--- config.mk ---
export PLATFORM = sky130hd
export DESIGN_NAME = sdi_init_ctrl
export DESIGN_NICKNAME = d
export VERILOG_FILES = /design/src/inc/sdi_pkg.sv /design/src/rtl/sdi_init_ctrl.sv /design/src/rtl/sdi_overlap.sv
export SDC_FILE = /design/constraint.sdc
export NUM_CORES = 1
export LEC_CHECK = 0
export BUFFER_PORTS_ARGS = -buffer_cell sky130_fd_sc_hd__buf_2
export CAP_MARGIN = 15
export CORE_MARGIN = 2
export CORE_UTILIZATION = 50
export CTS_CLUSTER_DIAMETER = 60
export CTS_CLUSTER_SIZE = 40
export DETAILED_ROUTE_END_ITERATION = 8
export PLACE_DENSITY = 0.77
export SETUP_SLACK_MARGIN = 0.15
export SLEW_MARGIN = 20
export SYNTH_ARGS = -nofsm -noshare
export SYNTH_HDL_FRONTEND = slang
export SYNTH_SLANG_ARGS = --single-unit
--- constraint.sdc ---
create_clock -name i_clk_sys -period 2.4 [get_ports i_clk_sys]
set_clock_uncertainty 0.1 [all_clocks]
set_input_delay 0.36 -clock i_clk_sys [delete_from_list [all_inputs] [get_ports i_clk_sys]]
set_output_delay 0.36 -clock i_clk_sys [all_outputs]
set_load 0.05 [all_outputs]
--- src/inc/sdi_pkg.sv ---
// Package: constants and carriers for the SDRAM init and precharge overlap block
package sdi_pkg;
	localparam logic [31:0] MODE_BASE_LO   = 32'hffff0000;
	localparam logic [31:0] MODE_BASE_HI   = 32'hffff8000;
	localparam logic [31:0] MODE_WIN_MASK  = 32'hfffff000;
	localparam logic [11:0] MODE_VAL_MAX   = 12'hfff;
	localparam int          MODE_VAL_W     = 12;
	localparam int          ADDR_PIN_W     = 16;
	localparam int          MODE_BANK_BIT  = 15;
	localparam logic [3:0]  PRECHARGE_ALL_CMD_IDLE      = 4'h3;
	localparam logic [3:0]  REF_IDLE       = 4'h8;
	localparam logic [3:0]  REF_COUNT      = 4'h8;
	localparam logic [15:0] PRECHARGE_ALL_CMD_ADDR      = 16'h0400;
	localparam logic [1:0]  SIZE_WORD      = 2'h1;
	localparam logic [1:0]  AREA0          = 2'h0;
	localparam logic [1:0]  AREA1          = 2'h1;
	localparam logic [1:0]  AREA2          = 2'h2;
	localparam logic [1:0]  AREA3          = 2'h3;

	typedef enum logic [4:0] {
		SDI_IDLE = 5'b00001,
		SDI_PRECHARGE_ALL_CMD = 5'b00010,
		SDI_WAIT = 5'b00100,
		SDI_REF  = 5'b01000,
		SDI_MRS  = 5'b10000
	} sdi_state_t;

	// SDRAM command pins, active low
	typedef struct packed {
		logic cs2_n;
		logic cs3_n;
		logic ras_n;
		logic cas_n;
		logic we_n;
		logic [ADDR_PIN_W-1:0] addr;
	} sdi_cmd_t;

	// Description of one bus access
	typedef struct packed {
		logic       valid;
		logic [1:0] area;
		logic       sdram;
		logic       auto_pre;
		logic [1:0] bank;
	} sdi_acc_t;

	localparam sdi_cmd_t CMD_NOP = '{1'b1, 1'b1, 1'b1, 1'b1, 1'b1, '0};
endpackage : sdi_pkg

--- src/rtl/sdi_init_ctrl.sv ---
// SDRAM power-on mode programming sequencer with precharge overlap detect

// Summary of operation
// - Area 3 auto-precharge may overlap a following access to another area 0-2.
// - Area 3 auto-precharge may overlap a following access to another area 3 bank.
// - Area 2 auto-precharge may overlap a following access to another area 2 bank.
// - SDRAM auto-precharge may overlap a following ordinary-space access.
// - Mode set drives area chip select with RAS, CAS and write strobe low.
// - Write to base plus X puts X on the address pins at mode set, with A15 also set for the upper base.
// - Mode write must be word sized; its data is ignored.
// - Sequence: precharge-all, eight auto-refresh, then mode register set.
// - Three idle cycles between precharge-all and first refresh.
// - Eight idle cycles after each refresh, regardless of timing settings.
// - Precharge-all closes all banks before any refresh.
module sdi_init_ctrl (
	input  wire logic              i_clk_sys,
	input  wire logic              i_sys_rst,
	input  wire logic              i_wr_req,
	input  wire logic [31:0]       i_wr_addr,
	input  wire logic [1:0]        i_wr_size,
	input  wire logic              i_use_area3,
	input  wire sdi_pkg::sdi_acc_t i_acc,
	output sdi_pkg::sdi_cmd_t      o_cmd,
	output logic                   o_wr_done,
	output logic                   o_wr_err,
	output logic                   o_busy,
	output logic                   o_sdram_hold,
	output logic                   o_overlap
);
	import sdi_pkg::*;

	sdi_state_t              state;
	sdi_state_t              next_state;
	logic [3:0]              idle_cnt;
	logic [3:0]              next_idle_cnt;
	logic [3:0]              ref_cnt;
	logic [3:0]              next_ref_cnt;
	logic [ADDR_PIN_W-1:0]   mode_addr;
	logic [ADDR_PIN_W-1:0]   next_mode_addr;
	logic                    area3;
	logic                    next_area3;
	sdi_cmd_t                next_cmd;
	logic                    next_done;
	logic                    next_err;
	logic                    in_window;
	logic                    hi_base;

	function automatic sdi_cmd_t make_cmd(input logic a3, input logic ras, input logic cas,
		input logic we, input logic [ADDR_PIN_W-1:0] a);
		sdi_cmd_t c;
		c.cs2_n = a3;
		c.cs3_n = !a3;
		c.ras_n = !ras;
		c.cas_n = !cas;
		c.we_n  = !we;
		c.addr  = a;
		return c;
	endfunction : make_cmd

	assign in_window = (i_wr_addr & MODE_WIN_MASK) == MODE_BASE_LO
		|| (i_wr_addr & MODE_WIN_MASK) == MODE_BASE_HI;
	assign hi_base   = (i_wr_addr & MODE_WIN_MASK) == MODE_BASE_HI;

	always_comb begin
		next_state     = state;
		next_idle_cnt  = idle_cnt;
		next_ref_cnt   = ref_cnt;
		next_mode_addr = mode_addr;
		next_area3     = area3;
		next_cmd       = CMD_NOP;
		next_done      = 1'b0;
		next_err       = 1'b0;
		case (state)
			SDI_IDLE: begin
				if (i_wr_req && in_window) begin
					if (i_wr_size != SIZE_WORD) begin
						next_err = 1'b1;
					end else begin
						next_mode_addr = '0;
						next_mode_addr[MODE_VAL_W-1:0] = i_wr_addr[MODE_VAL_W-1:0];
						next_mode_addr[MODE_BANK_BIT]  = hi_base;
						next_area3 = i_use_area3;
						next_state = SDI_PRECHARGE_ALL_CMD;
					end
				end
			end
			SDI_PRECHARGE_ALL_CMD: begin
				// All banks closed: precharge-all with A10 set
				next_cmd = make_cmd(area3, 1'b1, 1'b0, 1'b1, PRECHARGE_ALL_CMD_ADDR);
				next_idle_cnt = PRECHARGE_ALL_CMD_IDLE;
				next_ref_cnt  = '0;
				next_state    = SDI_WAIT;
			end
			SDI_WAIT: begin
				if (idle_cnt > 4'h1) begin
					next_idle_cnt = idle_cnt - 4'h1;
				end else if (ref_cnt == REF_COUNT) begin
					next_state = SDI_MRS;
				end else begin
					next_state = SDI_REF;
				end
			end
			SDI_REF: begin
				next_cmd      = make_cmd(area3, 1'b1, 1'b1, 1'b0, '0);
				next_ref_cnt  = ref_cnt + 4'h1;
				next_idle_cnt = REF_IDLE;
				next_state    = SDI_WAIT;
			end
			SDI_MRS: begin
				next_cmd   = make_cmd(area3, 1'b1, 1'b1, 1'b1, mode_addr);
				next_done  = 1'b1;
				next_state = SDI_IDLE;
			end
			default: begin
				next_state = SDI_IDLE;
			end
		endcase
	end

	always_ff @(posedge i_clk_sys) begin
		if (i_sys_rst) begin
			state        <= SDI_IDLE;
			idle_cnt     <= '0;
			ref_cnt      <= '0;
			mode_addr    <= '0;
			area3        <= 1'b0;
			o_cmd        <= CMD_NOP;
			o_wr_done    <= 1'b0;
			o_wr_err     <= 1'b0;
			o_busy       <= 1'b0;
			o_sdram_hold <= 1'b0;
		end else begin
			state        <= next_state;
			idle_cnt     <= next_idle_cnt;
			ref_cnt      <= next_ref_cnt;
			mode_addr    <= next_mode_addr;
			area3        <= next_area3;
			o_cmd        <= next_cmd;
			o_wr_done    <= next_done;
			o_wr_err     <= next_err;
			o_busy       <= next_state != SDI_IDLE;
			o_sdram_hold <= next_state != SDI_IDLE;
		end
	end

	sdi_overlap u_overlap (
		.i_clk_sys (i_clk_sys),
		.i_sys_rst (i_sys_rst),
		.i_acc     (i_acc),
		.o_overlap (o_overlap)
	);
endmodule : sdi_init_ctrl

--- src/rtl/sdi_overlap.sv ---
// Decides whether a pending auto-precharge may overlap the next access
module sdi_overlap (
	input  wire logic           i_clk_sys,
	input  wire logic           i_sys_rst,
	input  wire sdi_pkg::sdi_acc_t i_acc,
	output logic                o_overlap
);
	import sdi_pkg::*;

	sdi_acc_t prev;
	sdi_acc_t next_prev;
	logic     next_overlap;

	function automatic logic may_overlap(input sdi_acc_t p, input sdi_acc_t n);
		logic sd_area;
		sd_area = p.sdram && p.auto_pre && (p.area == AREA2 || p.area == AREA3);
		if (!sd_area || !n.valid)
			return 1'b0;
		if (!n.sdram)
			return 1'b1;
		if (n.area != p.area)
			return 1'b1;
		return n.bank != p.bank;
	endfunction : may_overlap

	always_comb begin
		next_prev    = i_acc.valid ? i_acc : prev;
		next_overlap = i_acc.valid && may_overlap(prev, i_acc);
	end

	always_ff @(posedge i_clk_sys) begin
		if (i_sys_rst) begin
			prev      <= '0;
			o_overlap <= 1'b0;
		end else begin
			prev      <= next_prev;
			o_overlap <= next_overlap;
		end
	end
endmodule : sdi_overlap

==> reports/metrics.cfg <==
[run_status]
outcome = finished, final reports clean

[power]
combPwrFrac_pct = 5.1
pwr-share-seq_pct = 56.6
p_clk_share_pct = 38.3
power.switching_mw = 0.358
p_leak_nw = 1.12
powerDensity_nw_per_um2 = 605
p_sw_share_pct = 22.0
power.internal_mw = 1.27
max-vdd-ir-drop_mv = 0.328

[yosys]
async_reset_ff_share_pct = 0
synth_ff_type = dfxtp_1
yosysSeqAreaShare_pct = 49.5
synth_top_area_share_pct = 49.5
synthDistinctLibCells = 49
ys_seq_elements = 55
synthesis.area_um2 = 2220
avgSynthCellArea_um2 = 9.47
synth_area_leader_cell = dfxtp_1
yosys_warnings = 0
yosys-top-cells-area = dfxtp_1, nand3_1, and2_1, mux2i_1, a21oi_1
synth_edf_count = 0
synthesis.instances = 235

[clocking]
cts-htree-levels = 2
worst_skew_pair.late_latency_ns = 0.31
clock_path_buffers = 2
cts_buffers = 5
cts_root_buffer = clkbuf_8
numClockSinks = 55
ctsResizeCount = 0
cts_setup_buffers = 0
clk_pin_slew_ns = 0.10
hold_buffers = 0
cts_tree = done

[detailed_routing]
viasPerCell = 5.29
wl_per_cell_um = 12.6
dr.pass1.iters = 4
route.detailed.drc = 0
ant_nets = 0
num_vias = 1861
dr.first_iter.drc_count = 109
wl_mm = 4.43

[timing]
setup_viol = 0
whs_ns = 0.189
period_needed_ns = 1.98
fmax_ghz = 0.504
worst_slack_ns = 0.416
tns_ns = 0
maxSlewHeadroom_pct = 51.0
rsz0062_at_grt = no
hold_viol_final = 0
period_share_pct = 82.6
tightest_slew_ns = 0.736
maxSlewViolCount = 0

[layout]
final_common_cell = buf_2
drive_gt1_share_pct = 29.3
final.fill_count = 398
finalNetCount = 348
final_util_pct = 62.3
final_cell_mix = buf_2, dfxtp_1, nand3_1
diodes = 0
area_growth_pct = 21.0

[global_route]
grt_pass1_wl_mm = 7.45
grt_overflow = 0
grt_pass1_vias = 1733
gr-usage-all-layers_pct = 18.2
grt_start_max_net_pins = 42
antenna_found_initial = 0

[floorplan]
die_h_um = 70.7
core.rowCount = 24
initial_core_util_pct = 51.4
die_area_um2 = 5000
io_pins = 71
coreArea_um2 = 4320
die_x_um = 70.7

[critical_path]
rr_startpoint = state[3]
worst-setup-path-type = reg -> reg
r2r_setup_slack_ns = 0.42
timing.rr.end = mode_addr[6]
endpoint = mode_addr[6]
critPathLaunch = state[3]
reg2reg_depth = 4
cp_max_fo = 14
cp.arrival_ns = 2.05
worstSetupEndpointType = register
crit_required_ns = 2.46
cpPeakStageDelay_ns = 0.56
slowest_stage = or4_4
critPathLaunchType = register
critPathMostFrequentCell = or4_4
worstPathCellList = or4_4 -> or4_4 -> o21ai_0 -> a21oi_1

[placed_design]
dp_hpwl_mm = 3.20
place.gp.congestion = 0.752
portBuffers = 67
place_ws_ns = 0.405

[hold_path]
hp-class = in -> reg

[flow_run]
drv_cap = 0

## flip-flops by register name (all words and copies together), names as in the netlist
| register | flops |
|---|---|
| o_wr_done | 1 |
| o_sdram_hold | 1 |
| u_overlap.o_overlap | 1 |
| area3 | 1 |
| state | 5 |
| u_overlap.prev | 6 |
| mode_addr | 13 |
| o_wr_err | 1 |
| o_cmd | 18 |
| idle_cnt | 4 |
| ref_cnt | 4 |
## cell families (layout without fill, tap and decap cells)
kind of cell	Yosys count	after routing	synth area share, %
and+or+nand+nor	93	93	25.4
DFF	55	55	49.5
AOI/OAI and AO/OA	45	45	11.9
buffers and inverters	24	87	5.17
muxes	9	9	4.11
adders and majority gates	4	4	2.25
xor gates and xnor gates	4	4	1.58
other	1	3	0.169
## per-layer routing
metal	up-vias	routed length, um	global-route usage [%]
met4	0	59	5.24
met5	-	0	0
met2	47	2120	32.0
met3	6	202	4.70
met1	859	2050	22.0
li1	949	-	-
## worst min path at each step
| stage | start | end | cells past startpoint |
|---|---|---|---|
| finish | i_acc[2] | u_overlap.prev[2] | 3 |
| global placement | mode_addr[10] | o_cmd[10] | 2 |
| floorplan | area3 | o_cmd[20] | 1 |
| global route | i_wr_addr[4] | mode_addr[4] | 3 |
| detailed placement | mode_addr[7] | o_cmd[7] | 1 |
| CTS | i_acc[2] | u_overlap.prev[2] | 3 |
## power groups by stage
stage                     clock, mW  sequential (mW)  combinational [mW]
after floorplan                   0            0.942              0.0456
after global placement            0            0.942              0.0821
after CTS                     0.635            0.921              0.0837
final                         0.624            0.921              0.0834
after global routing          0.668            0.922              0.0918
after detailed placement          0            0.942              0.0834
## cells in the mapped netlist (all sizes together) (4+ instances only)
master   n
nand2b   4
clkbuf   9
nand3   21
dfxtp   55
nor2    15
and2    15
nand4    4
o21ai   18
a21oi   15
buf      7
nand2    5
inv      8
nor3     6
mux2i    8
nor4b    4
ha       4
## metrics by stage
step | cells | power (mW) | instance area, um^2
global route | 352 | 1.68 | 2690
finish | 352 | 1.63 | 2690
CTS | 352 | 1.64 | 2690
global placement | 344 | 1.02 | 2580
detailed placement | 344 | 1.03 | 2580
floorplan | 237 | 0.987 | 2230
## layout make-up
cell class / instances / area (um^2) / area share (%)
clock inverter: 3 / 46.3 / 1.72
inverter: 8 / 30.0 / 1.12
sequential: 55 / 1100 / 40.9
timing repair buffer: 71 / 365 / 13.6
tap: 52 / 65.1 / 2.42
clock buffer: 5 / 68.8 / 2.56
multi-input combinational: 158 / 1020 / 37.7
## worst max-delay path: cells and delay by family, from the launching register on
kind,cells,cell delay [ns]
flops,1,0.34
compound gates,2,0.31
simple gates,2,1.10
Power figures use the tool's default switching activity.
